$ cat src/core/hbgc_pkg.sv
/*
 * Shared constants and types for the H-bridge gate control logic.
 * Assumes a 250 MHz system clock; all timing counts derive from it.
 */
package hbgc_pkg;

    // System clock rate in MHz.
    localparam int CLK_MHZ = 250;

    // Shortest short-detection time in ns; a short is flagged after it.
    localparam int SHORT_DETECT_NS = 5000;

    // Short-detection time in cycles; a least time, so it rounds up.
    localparam int SHORT_DETECT_CYC = (SHORT_DETECT_NS * CLK_MHZ + 999) / 1000;

    // Cross-conduction delay in ns, typical figure of the on-delay.
    localparam int XCOND_NS = 1000;

    // Cross-conduction delay in cycles, rounded up.
    localparam int XCOND_CYC = (XCOND_NS * CLK_MHZ + 999) / 1000;

    // Recommended wake-up time in ns after enable rises.
    localparam int WAKE_NS = 50000;

    // Wake-up time in cycles; a least time, rounded up.
    localparam int WAKE_CYC = (WAKE_NS * CLK_MHZ + 999) / 1000;

    // Counter width for all timers.
    localparam int TMR_W = 16;

    // Reset value of a timer.
    localparam logic [TMR_W-1:0] TMR_RESET = 16'h0000;

    // Gate command bit positions in a four bit gate vector.
    localparam int GATE_HA = 0;
    localparam int GATE_LA = 1;
    localparam int GATE_HB = 2;
    localparam int GATE_LB = 3;

    // Gate vector reset value: all gates off.
    localparam logic [3:0] GATES_RESET = 4'h0;

    // Interrupt status bit positions.
    localparam int IRQ_FAULT = 0;
    localparam int IRQ_SHORT = 1;
    localparam int IRQ_ENABLE = 2;

    // Register offsets of the software port.
    localparam logic [3:0] REG_STATUS = 4'h0;
    localparam logic [3:0] REG_IRQ_STAT = 4'h4;
    localparam logic [3:0] REG_IRQ_MASK = 4'h8;

    // Reset value of the three bit interrupt registers.
    localparam logic [2:0] IRQ_RESET = 3'h0;

    // Operating mode of the bridge.
    typedef enum logic [1:0] {
        HBGC_STANDBY,
        HBGC_ACTIVE,
        HBGC_FAULT
    } hbgc_mode_type;

endpackage : hbgc_pkg

$ cat src/core/hbgc_gate_if.sv
/*
 * Interface carrying one gate channel's demand, monitor and outputs.
 * Assumes both ends run on the same system clock.
 */
`timescale 1ns/1ps
`default_nettype none

interface hbgc_gate_if;
    logic demand;    // Gate wanted on by the truth table.
    logic changed;   // One-cycle pulse: direction or PWM moved.
    logic bad_node;  // Synchronised comparator says node is wrong.
    logic gate_on;   // Resulting gate command.
    logic shorted;   // Level: this transistor is latched off.

    modport ctrl (output demand, output changed, output bad_node,
                  input gate_on, input shorted);
    modport chan (input demand, input changed, input bad_node,
                  output gate_on, output shorted);
endinterface : hbgc_gate_if

`default_nettype wire

$ cat src/core/hbgc_gate_chan.sv
/*
 * One gate channel: cross-conduction on-delay and short latch.
 * Assumes the comparator input is already synchronised.
 */
`timescale 1ns/1ps
`default_nettype none

module hbgc_gate_chan
    import hbgc_pkg::*;
(
    input wire logic sys_clk_i,
    input wire logic rst_i,
    input wire logic active_i,
    hbgc_gate_if.chan g
);

    // Channel state held as one packed struct.
    typedef struct packed {
        logic [TMR_W-1:0] dly;
        logic [TMR_W-1:0] sc;
        logic on;
        logic latched;
    } hbgc_chan_type;

    hbgc_chan_type st;
    hbgc_chan_type next_st;

    // Next-state logic for delay, short timer and latch.
    always_comb begin
        next_st = st;
        if (!active_i) begin
            next_st = '{dly: TMR_RESET, sc: TMR_RESET, on: 1'b0, latched: 1'b0};
        end else begin
            // A control change drops the gate at the next clock edge and restarts the delay.
            if (g.changed || !g.demand) begin
                next_st.on = 1'b0;
                next_st.dly = TMR_RESET;
            end else if (!st.on) begin
                if (st.dly >= TMR_W'(XCOND_CYC - 1)) begin
                    next_st.on = 1'b1;
                end else begin
                    next_st.dly = st.dly + 1'b1;
                end
            end
            // Short timer counts while the gate is on and the node is wrong.
            if (st.on && g.bad_node && !st.latched) begin
                if (st.sc >= TMR_W'(SHORT_DETECT_CYC - 1)) begin
                    next_st.latched = 1'b1;
                end else begin
                    next_st.sc = st.sc + 1'b1;
                end
            end else begin
                next_st.sc = TMR_RESET;
            end
            // A control change, or the channel going inactive, releases the latch.
            if (g.changed) begin
                next_st.latched = 1'b0;
            end
        end
    end

    // State register.
    always_ff @(posedge sys_clk_i or posedge rst_i) begin
        if (rst_i) begin
            st <= '{dly: TMR_RESET, sc: TMR_RESET, on: 1'b0, latched: 1'b0};
        end else begin
            st <= next_st;
        end
    end

    // Latched transistor is kept off; others follow their demand.
    assign g.gate_on = st.on && !st.latched;
    assign g.shorted = st.latched;

    // A latched channel drives no gate.
    a_latch_off: assert property (@(posedge sys_clk_i) disable iff (rst_i)
        st.latched |-> !g.gate_on) else $error("latched gate still on");
    // Gate stays off for the two cycles after a change.
    a_ccp_delay: assert property (@(posedge sys_clk_i) disable iff (rst_i)
        g.changed |=> !st.on [*2]) else $error("gate on too early");
    // Latch only after a full detection time of bad node.
    a_short_time: assert property (@(posedge sys_clk_i) disable iff (rst_i)
        $rose(st.latched) |-> $past(st.sc) == TMR_W'(SHORT_DETECT_CYC - 1))
        else $error("short latched early");
    c_short: cover property (@(posedge sys_clk_i) disable iff (rst_i) $rose(st.latched));

endmodule : hbgc_gate_chan

`default_nettype wire

$ cat src/core/hbgc_top.sv
/*
 * Top of the H-bridge gate control logic: input synchronisers,
 * truth table decode, fault forcing, diagnostic and register port.
 * Assumes fault flags and node comparators arrive asynchronously,
 * and that external pull-ups are modelled by the tristate enables.
 */
`timescale 1ns/1ps
`default_nettype none

// Summary of operation
// - Gates follow inputs only while enabled.
// - Enable low: standby, gates resistive, diagnostic tristate.
// - Undriven direction and PWM read high.
// - Decode direction and PWM per truth table.
// - Overtemperature sinks gates, kills line, diagnostic low.
// - Overvoltage sinks gates, kills line, diagnostic low.
// - Undervoltage keeps gates sunk, diagnostic low.
// - Shorted high side latched off until change.
// - Shorted low side latched off until change.
// - Only shorted transistors switch off.
// - Diagnostic low on any shutdown, else high.
// - Input change cuts gate, delayed turn-on.
module hbgc_top
    import hbgc_pkg::*;
(
    input wire logic sys_clk_i,
    input wire logic rst_i,
    input wire logic enable_i,
    input wire logic dir_i,
    input wire logic dir_driven_i,
    input wire logic pwm_i,
    input wire logic pwm_driven_i,
    input wire logic overtemp_flag_i,
    input wire logic supply_high_flag_i,
    input wire logic supply_low_flag_i,
    input wire logic bridge_node_a_low_i,
    input wire logic bridge_node_b_low_i,
    input wire logic [3:0] addr_i,
    input wire logic [31:0] wdata_i,
    input wire logic wr_i,
    input wire logic rd_i,
    output logic [31:0] rdata_o,
    output logic [3:0] gate_on_o,
    output logic [3:0] gate_sink_o,
    output logic gates_resistive_o,
    output logic fault_indicator_n_o,
    output logic fault_indicator_n_oe_o,
    output logic line_off_o,
    output logic awake_o,
    output logic irq_o
);

    // Raw asynchronous inputs gathered for the synchronisers.
    localparam int NSYNC = 8;
    logic [NSYNC-1:0] raw_in;
    logic [NSYNC-1:0] sync1;
    logic [NSYNC-1:0] sync2;

    // Undriven direction and PWM default high, as internal pull-ups do.
    assign raw_in = {bridge_node_b_low_i, bridge_node_a_low_i, supply_low_flag_i,
                     supply_high_flag_i, overtemp_flag_i,
                     pwm_i | !pwm_driven_i, dir_i | !dir_driven_i, enable_i};

    // Two-stage synchronisers; only stage two feeds logic.
    genvar gi;
    generate
        for (gi = 0; gi < NSYNC; gi++) begin : g_sync
            always_ff @(posedge sys_clk_i or posedge rst_i) begin
                // Direction and PWM idle high, so they reset high: no false change.
                if (rst_i) begin
                    sync1[gi] <= 1'(gi == 1 || gi == 2);
                    sync2[gi] <= 1'(gi == 1 || gi == 2);
                end else begin
                    sync1[gi] <= raw_in[gi];
                    sync2[gi] <= sync1[gi];
                end
            end
        end
    endgenerate

    // Named views of the synchronised inputs.
    logic en_s;
    logic dir_s;
    logic pwm_s;
    logic fault_s;
    logic node_a_low;
    logic node_b_low;
    assign en_s = sync2[0];
    assign dir_s = sync2[1];
    assign pwm_s = sync2[2];
    assign fault_s = sync2[3] | sync2[4] | sync2[5];
    assign node_a_low = sync2[6];
    assign node_b_low = sync2[7];

    // Top state held as one packed struct.
    typedef struct packed {
        hbgc_mode_type mode;
        logic dir_q;
        logic pwm_q;
        logic [TMR_W-1:0] wake;
        logic awake;
        logic [2:0] irq_stat;
        logic [2:0] irq_mask;
        logic [31:0] rdata;
    } hbgc_top_type;

    hbgc_top_type st;
    hbgc_top_type next_st;

    // Channel interfaces and their outputs.
    hbgc_gate_if gif [4] ();
    logic [3:0] demand;
    logic [3:0] bad_node;
    logic [3:0] chan_on;
    logic [3:0] chan_short;
    logic ctrl_change;
    logic active;
    logic any_short;
    logic shutdown;

    // A move of direction or PWM is seen against last cycle's value.
    assign ctrl_change = (dir_s != st.dir_q) || (pwm_s != st.pwm_q);
    assign active = (st.mode != HBGC_STANDBY) && en_s;

    // Truth table: braking on PWM high, else direction picks diagonal.
    always_comb begin
        demand = GATES_RESET;
        if (pwm_s) begin
            demand[GATE_HA] = 1'b1;
            demand[GATE_HB] = 1'b1;
        end else if (dir_s) begin
            demand[GATE_HA] = 1'b1;
            demand[GATE_LB] = 1'b1;
        end else begin
            demand[GATE_LA] = 1'b1;
            demand[GATE_HB] = 1'b1;
        end
    end

    // High side wrong when its node stays low; low side when it stays high.
    assign bad_node[GATE_HA] = node_a_low;
    assign bad_node[GATE_HB] = node_b_low;
    assign bad_node[GATE_LA] = !node_a_low;
    assign bad_node[GATE_LB] = !node_b_low;

    // One channel per gate, each with its own delay and short latch.
    generate
        for (gi = 0; gi < 4; gi++) begin : g_chan
            assign gif[gi].demand = demand[gi];
            assign gif[gi].changed = ctrl_change;
            assign gif[gi].bad_node = bad_node[gi];
            assign chan_on[gi] = gif[gi].gate_on;
            assign chan_short[gi] = gif[gi].shorted;
            hbgc_gate_chan u_chan (
                .sys_clk_i(sys_clk_i),
                .rst_i(rst_i),
                .active_i(active && !fault_s),
                .g(gif[gi])
            );
        end
    endgenerate

    assign any_short = |chan_short;
    assign shutdown = fault_s || any_short;

    // Mode, wake timer, interrupt registers and read port.
    always_comb begin
        next_st = st;
        next_st.dir_q = dir_s;
        next_st.pwm_q = pwm_s;
        next_st.rdata = 32'h0000_0000;
        // Standby whenever enable is low, whatever else happens.
        if (!en_s) begin
            next_st.mode = HBGC_STANDBY;
            next_st.wake = TMR_RESET;
            next_st.awake = 1'b0;
        end else begin
            next_st.mode = fault_s ? HBGC_FAULT : HBGC_ACTIVE;
            if (!st.awake) begin
                if (st.wake >= TMR_W'(WAKE_CYC - 1)) begin
                    next_st.awake = 1'b1;
                end else begin
                    next_st.wake = st.wake + 1'b1;
                end
            end
        end
        // Write one clears; a new event in the same cycle wins.
        if (wr_i && addr_i == REG_IRQ_STAT) begin
            next_st.irq_stat = st.irq_stat & ~wdata_i[2:0];
        end
        if (wr_i && addr_i == REG_IRQ_MASK) begin
            next_st.irq_mask = wdata_i[2:0];
        end
        if (active && fault_s) begin
            next_st.irq_stat[IRQ_FAULT] = 1'b1;
        end
        if (active && any_short) begin
            next_st.irq_stat[IRQ_SHORT] = 1'b1;
        end
        if (en_s && !st.awake && next_st.awake) begin
            next_st.irq_stat[IRQ_ENABLE] = 1'b1;
        end
        // Read data stand the cycle after the strobe; unmapped reads zero.
        if (rd_i) begin
            case (addr_i)
                REG_STATUS: next_st.rdata = {24'h00_0000, chan_short, any_short,
                                             fault_s, st.awake, active};
                REG_IRQ_STAT: next_st.rdata = {29'h0000_0000, st.irq_stat};
                REG_IRQ_MASK: next_st.rdata = {29'h0000_0000, st.irq_mask};
                default: next_st.rdata = 32'h0000_0000;
            endcase
        end
    end

    // State register.
    always_ff @(posedge sys_clk_i or posedge rst_i) begin
        if (rst_i) begin
            st <= '{mode: HBGC_STANDBY, dir_q: 1'b1, pwm_q: 1'b1, wake: TMR_RESET,
                    awake: 1'b0, irq_stat: IRQ_RESET, irq_mask: IRQ_RESET,
                    rdata: 32'h0000_0000};
        end else begin
            st <= next_st;
        end
    end

    // Gate outputs: resistive in standby, sunk on fault, else per channel.
    always_comb begin
        if (!active) begin
            gate_on_o = GATES_RESET;
            gate_sink_o = GATES_RESET;
            gates_resistive_o = 1'b1;
        end else if (fault_s) begin
            gate_on_o = GATES_RESET;
            gate_sink_o = 4'hF;
            gates_resistive_o = 1'b0;
        end else begin
            gate_on_o = chan_on;
            gate_sink_o = ~chan_on;
            gates_resistive_o = 1'b0;
        end
    end

    // Diagnostic is open drain: driven low on shutdown, released otherwise.
    assign fault_indicator_n_o = 1'b0;
    assign fault_indicator_n_oe_o = active && shutdown;
    assign line_off_o = active && (sync2[3] || sync2[4]);
    assign awake_o = st.awake;
    assign rdata_o = st.rdata;
    assign irq_o = |(st.irq_stat & st.irq_mask);

    // Any fault sinks all four gates.
    a_fault_sink: assert property (@(posedge sys_clk_i) disable iff (rst_i)
        (active && fault_s) |-> (gate_sink_o == 4'hF && gate_on_o == 4'h0))
        else $error("gates not sunk on fault");
    // Standby leaves gates resistive and diagnostic released.
    a_standby_release: assert property (@(posedge sys_clk_i) disable iff (rst_i)
        !en_s |=> (gates_resistive_o && !fault_indicator_n_oe_o))
        else $error("standby not resistive");
    // Diagnostic pulled exactly while a shutdown is in force.
    a_diag_level: assert property (@(posedge sys_clk_i) disable iff (rst_i)
        active |-> (fault_indicator_n_oe_o == (fault_s || any_short)))
        else $error("diagnostic mismatch");
    // Braking never drives a low side.
    a_brake_decode: assert property (@(posedge sys_clk_i) disable iff (rst_i)
        (pwm_s && st.pwm_q) |-> (!gate_on_o[GATE_LA] && !gate_on_o[GATE_LB]))
        else $error("low side on in braking");
    // No gate on in the cycle after a control change.
    a_change_off: assert property (@(posedge sys_clk_i) disable iff (rst_i)
        ctrl_change |=> gate_on_o == 4'h0) else $error("gate on after change");
    // A latched high side b short persists while inputs are steady.
    a_short_hold: assert property (@(posedge sys_clk_i) disable iff (rst_i)
        (active && !fault_s && chan_short[GATE_HB] && !ctrl_change) |=>
        chan_short[GATE_HB] || !active || fault_s)
        else $error("short released without change");
    // Overvoltage turns the line off.
    a_line_off: assert property (@(posedge sys_clk_i) disable iff (rst_i)
        (active && sync2[4]) |-> line_off_o) else $error("line not off");
    // Pin high when undriven reaches logic two cycles later.
    a_pullup: assert property (@(posedge sys_clk_i) disable iff (rst_i)
        (!dir_driven_i ##2 1'b1) |-> dir_s) else $error("pull-up lost");
    c_brake: cover property (@(posedge sys_clk_i) disable iff (rst_i) active && pwm_s);
    c_fault: cover property (@(posedge sys_clk_i) disable iff (rst_i) active && fault_s);
    c_irq: cover property (@(posedge sys_clk_i) disable iff (rst_i) $rose(irq_o));

endmodule : hbgc_top

`default_nettype wire

$ cat config.mk
export PLATFORM = sky130hd
export DESIGN_NAME = hbgc_top
export DESIGN_NICKNAME = d
export VERILOG_FILES = /design/src/core/hbgc_pkg.sv /design/src/core/hbgc_gate_if.sv /design/src/core/hbgc_gate_chan.sv /design/src/core/hbgc_top.sv
export SDC_FILE = /design/constraint.sdc
export NUM_CORES = 1
export LEC_CHECK = 0
export BUFFER_PORTS_ARGS = -buffer_cell sky130_fd_sc_hd__buf_4
export CAP_MARGIN = 30
export CORE_ASPECT_RATIO = 0.6
export CORE_MARGIN = 3
export CORE_UTILIZATION = 57
export DETAILED_ROUTE_END_ITERATION = 10
export GPL_TIMING_DRIVEN = 0
export PLACE_DENSITY = 0.86
export SLEW_MARGIN = 20
export SYNTH_ARGS = -nofsm -noshare
export SYNTH_HDL_FRONTEND = slang
export SYNTH_SLANG_ARGS = --single-unit
$ cat constraint.sdc
create_clock -name sys_clk_i -period 15.5 [get_ports sys_clk_i]
set_input_delay 0.775 -clock sys_clk_i [delete_from_list [all_inputs] [get_ports sys_clk_i]]
set_output_delay 0.775 -clock sys_clk_i [all_outputs]
set_load 0.01 [all_outputs]
# Word level (Yosys, flattened, before mapping)
# Index checks and enable logic that the tools add are counted.
[word_totals]
ff_bits = 211
input_bits = 50
output_inout_bits = 46
word_cells = 224
[classes]
addsub = 9
n_lt_le_gt_ge = 9
eq_ne = 26
mux = 71
bitwise_logic = 8
reduce_logical = 59
[ops]
columns = ["op", "n"]
rows = [
  ["$mux 16", 21],
  ["$add 16x1->16 const B", 9],
  ["$mux 34", 4],
  ["$ge 16x11->1 const B", 4],
  ["$ge 16x8->1 const B", 4],
  ["$mux 1", 34],
  ["$mux 17", 2],
  ["$ne 3x3->1 const B", 9],
  ["$pmux 8 s3", 1],
  ["$logic_and 1x1->1", 22],
  ["$ne 3x1->1 const B", 6],
  ["$reduce_and 2->1", 9],
  ["$ge 16x14->1 const B", 1],
  ["$mux 4", 4],
  ["$ne 3x2->1 const B", 5],
  ["$logic_not 1->1", 14],
  ["$mux 8", 1],
  ["$reduce_bool 2->1", 4],
  ["$logic_or 1x1->1", 7],
  ["$and 3x3->3", 2],
  ["$mux 2", 3],
  ["$eq 4x3->1 const B", 1],
  ["$eq 4x4->1 const B", 1],
  ["$logic_not 4->1", 1],
  ["8 further kinds", 13],
]

# Longest topological paths before layout
[depth]
word_depth = 6
depth_mapped = 8
ltp_nobuf = 7

# Hierarchy
# A second synthesis with hierarchy kept.
[unflattened]
hier_cells = 913
area_unflattened_um2 = 9350.2
[by_module_without_submodules]
columns = ["module", "n_inst", "cells_per_inst", "area_per_inst_um2", "seq_area_each_um2"]
rows = [
  ["hbgc_gate_chan (g_chan[0].u_chan ...)", 3, 167, 1676.6, 850.8],
  ["hbgc_top", 1, 242, 2532.4, 1283.7],
  ["hbgc_gate_chan (g_chan[3].u_chan)", 1, 170, 1788.0, 850.8],
]

# Worst setup path before layout
# OpenSTA, ideal clock, no wires.
[synth_timing]
path_type = "reg-to-reg"
startpoint = "register g_chan[1].u_chan.st[3] in the netlist's numbering"
endpoint = "register g_chan[1].u_chan.st[11] in the netlist's numbering"
setup_ns = 0.078
t_arrival_ns = 2.028
t_required_ns = 15.422
setup_slack_ns = 13.394
stages_incl_launch_ff = 8
n_path_buf = 0
period_less_slack_ns = 2.106
path_cell_list = "dfrtp_1 inv_1 ha_1 or4b_1 o211ai_2 nand3_2 or4_1 a21oi_1"
[synth_via]
elab_chain_cells = 4
word_cells_on_any_way = 6
cone_classes = "add/sub: 1; order compare: 1; eq/ne: 1; mux: 3"
[synth_rtl]
columns = ["item", "line", "rtl"]
rows = [
  ["start: declaration", "hbgc_gate_chan.sv:25", "hbgc_chan_type st;"],
  ["start signal: assignment", "hbgc_gate_chan.sv:65", "st <= '{dly: TMR_RESET, sc: TMR_RESET, on: 1'b0, latched: 1'b0};"],
  ["start signal: assignment", "hbgc_gate_chan.sv:67", "st <= next_st;"],
  ["$add 16x1->16", "hbgc_gate_chan.sv:50", "next_st.sc = st.sc + 1'b1;"],
  ["$mux 16", "hbgc_gate_chan.sv:47", "if (st.sc >= TMR_W'(SHORT_DETECT_CYC - 1)) begin"],
  ["$mux 16", "hbgc_gate_chan.sv:46", "if (st.on && g.bad_node && !st.latched) begin"],
  ["$mux 34", "hbgc_gate_chan.sv:31", "if (!active_i) begin"],
]
# Several ways; a longest one is shown, not always the timed one. The select of a mux whose other input is x is not followed.
# A chain may end at the register's enable or synchronous reset.

# Final worst setup path
[layout_timing]
startpoint = "register sync2[4]"
endpoint = "output port gate_on_o[0]"
[layout_via]
elab_chain_cells = 4
[layout_rtl]
columns = ["item", "line", "rtl"]
rows = [
  ["start: declaration", "hbgc_top.sv:57", "logic [NSYNC-1:0] sync2;"],
  ["start signal: indexed assignment", "hbgc_top.sv:72", "sync2[gi] <= 1'(gi == 1 || gi == 2);"],
  ["start signal: indexed assignment", "hbgc_top.sv:75", "sync2[gi] <= sync1[gi];"],
  ["$or 1x1->1 (2 in series)", "hbgc_top.sv:91", "assign fault_s = sync2[3] | sync2[4] | sync2[5];"],
  ["$mux 4", "hbgc_top.sv:232", "end else if (fault_s) begin"],
  ["$mux 4", "hbgc_top.sv:228", "if (!active) begin"],
  ["end: declaration", "hbgc_top.sv:43", "output logic [3:0] gate_on_o,"],
]
# Every way passes these cells.

==> key figures <==
Detailed routing
  – 1st-iter DRT viols: 435
  – Total Wirelength: 17,500 um
  – Via count: 6,317
  – Vias per inst: 5.58
  – Router iterations before antenna repair: 5
  – DR DRC count: 0
  – WL per Instance: 15.4 um
  – Routed Antenna Nets: 0

Timing
  – Final setup viols: 0
  – Fmax: 299 MHz
  – Worst setup margin: around 12 ns
  – Final Max Slew Viols: 0
  – Worst slew pin tran: between 0.9 and 1 ns
  – Final hold violation count: 0
  – Worst Skew: 0.00792 ns
  – Tmin final: 3.34 ns
  – Slew margin rel.: 38.0%
  – RSZ-0062 raised after global routing: false
  – Final Cycle Share: 21.6%
  – Setup TNS: 0 ns

Critical path
  – Start point of the critical path: sync2[4]$_DFF_PP0_
  – R2R setup slack: 12.79 ns
  – Worst Path Arrival: about 2.6 ns
  – Crit path capture: gate_on_o[0]
  – Crit path kind: flop to primary output
  – Reg2reg end: g_chan[2].u_chan.st[19]$_DFFE_PP0P_
  – RR Startpoint: sync2[4]$_DFF_PP0_
  – Crit Path Max Fanout: 10
  – Crit path launch type: flop
  – R2r worst-path depth: 6
  – CP required: 14.73 ns
  – CP Capture Type: primary output

Clock network
  – H-tree depth: 4
  – Skew-Pair Late Insertion Delay: 0.43 ns
  – Resized Gates After CTS: 0
  – CTS Root Cell: clkbuf_16
  – Worst-path clk slew: roughly 0.06 ns
  – Post-CTS Setup Bufs: 0
  – TritonCTS clock tree: yes
  – Clk sinks: 187
  – Inserted Clock Buffers: 17
  – Max clock buf depth: 2
  – Hold-fix buffers at CTS: 0

Floorplanning
  – Num rows: 34
  – Starting Density: between 50% and 60%
  – Die X: between 150 and 200 um
  – Die height: 101 um
  – # IOs: 96
  – Die footprint: 16,700 sq um
  – CORE AREA: roughly 15,000 sq um

Synthesis
  – Number of distinct library cells after synthesis: 56
  – EDFF count, synth: 0
  – YS warnings: 0
  – Seq/Total Area, Yosys: 54.2%
  – Avg Cell Area, Syn: 10.3 sq um
  – Synthesized flop and latch total: 187
  – Async S/R FF share, synth: 100%
  – Top FF cell, synth: dfrtp_1
  – Synth Cell Area: 8650 sq um
  – Cell count after synthesis: ~840

Final layout
  – Most common cell after layout, fill and taps aside: dfrtp_1
  – Nets@finish: 998
  – Share of cells above drive strength 1: 13.7%
  – Antenna Diode Count: 0
  – P&R area growth vs syn: 14.9%
  – Commonest non-fill, non-tap cells in the layout: dfrtp_1, nor2_1, buf_4
  – Fillers: 1,070
  – Post-Layout Cell Count: between 1,000 and 1,500

Placed design
  – Pre-CTS WS: 12.65 ns
  – DP HPWL: 11,600 um
  – DP Cell Count: 1,101
  – Port bufs: 40
  – GPL Wtd Cong: 0.890

Global routing
  – Largest net degree at the start of global routing: 110
  – Vias in the first global route: roughly 6,000
  – Tot GR Track Use: 22.1%
  – First-pass GRT wire length: 29,700 um
  – Antenna violations before repair: 0
  – Remaining Overflow, GRT: 0

Power and ir drop
  – Leak Pwr: 4.62 nW
  – PwrDens: 99.9 nW/um^2
  – Tot Pwr: 0.994 mW
  – Max VDD drop: 0.0000593 V

Worst hold path
  – Worst min-delay path class: flop to flop

Job
  – Number of max-cap violations: 0

Status
  – Status: completed
[cells in the mapped netlist, drive strengths merged (3+ instances only)]
master	instances	area, sq um
nor2b	5	31.3
dfrtp	181	4530
nor2	84	315
o211ai	4	35.0
nand3	30	160
o31ai	6	45.0
nor3	20	100
and3	21	131
nand2b	7	43.8
clkbuf	18	67.6
xor2	13	114
or4	11	86.3
mux2	3	33.8
a21oi	40	204
nor4b	6	52.6
xnor2	31	272
and4	6	52.6
dfstp	6	158
and2	59	369
inv	35	131
nand2	47	176
buf	35	256
mux2i	10	100
a31oi	7	43.8
nor4	21	131
o21ai	27	135
or3	21	131
a21boi	6	45.0
ha	25	313
nand4	24	150
[sequential cells by signal, summed over array words and instances, names as in the netlist]
name and flops:
g_chan.u_chan.st 132, st 26, rdata_o 8, sync1 8, g_chan.u_chan.g.shorted 4, sync2 3
gif.bad_node 2, awake_o 1, dir_s 1, en_s 1, pwm_s 1
[cell type report]
cell class | instances | area, sq um | area share [%]
Buffer | 53 | 324 | 3.26
Clock buffer | 21 | 470 | 4.73
Clock inverter | 10 | 139 | 1.40
Inverter | 35 | 139 | 1.40
Multi-Input combinational cell | 586 | 3600 | 36.2
Sequential cell | 187 | 4690 | 47.1
Tap cell | 198 | 248 | 2.49
Timing Repair Buffer | 43 | 338 | 3.40
[metrics by stage]
stage / utilization, % / cell area, sq um / hold WS, ns
after floorplan: - / 8740 / 0.331
after global placement: 63.3 / 9290 / 0.332
after detailed placement: 63.6 / 9330 / 0.336
after CTS: 67.7 / 9940 / 0.351
after global routing: 67.7 / 9940 / 0.355
final: 67.7 / 9940 / 0.348
[worst max-delay path, cell delays in order (launching register included)]
cell and delay [ns]:
dfrtp_1 0.37, nor3_1 0.30, clkbuf_1 0.50, nor2b_1 0.57
and2_1 0.26, buf_4 0.14
[how the worst min path moves through the flow]
stage                       startpoint                   endpoint  slack [ns]  depth (start not counted)
CTS                 sync1[3]$_DFF_PP0_         sync2[3]$_DFF_PP0_        0.35                          0
global route        sync1[7]$_DFF_PP0_  gif[2].bad_node$_DFF_PP0_        0.35                          0
global placement    sync1[3]$_DFF_PP0_         sync2[3]$_DFF_PP0_        0.33                          0
floorplan           sync1[0]$_DFF_PP0_             en_s$_DFF_PP0_        0.33                          0
detailed placement  sync1[3]$_DFF_PP0_         sync2[3]$_DFF_PP0_        0.34                          0
finish              sync1[3]$_DFF_PP0_         sync2[3]$_DFF_PP0_        0.35                          0
[logic make-up after synthesis]
| family | share of synthesized area, % |
|---|---|
| buffers and inverters | 5.26 |
| and+or+nand+nor | 23.6 |
| muxes | 1.55 |
| xor gates and xnor gates | 4.45 |
| AOI/OAI and AO/OA | 7.28 |
| DFF | 54.2 |
| adders and majority gates | 3.62 |
| other | 0.0433 |
[where the power goes]
group / total, mW / internal, mW / switching [mW]
Clock: 0.451 / 0.266 / 0.184
Combinational: 0.0421 / 0.0177 / 0.0243
Sequential: 0.501 / 0.495 / 0.00556
Total: 0.994 / 0.779 / 0.214
[routing by layer]
layer	up-vias	part of all wire [%]	GRT usage (%)
li1	3024	-	-
met1	3150	48	32.1
met2	124	47	34.5
met3	19	3.9	4.41
met4	0	0.96	5.73
met5	-	0	0
Note: power is estimated with default switching activity, not from simulation.
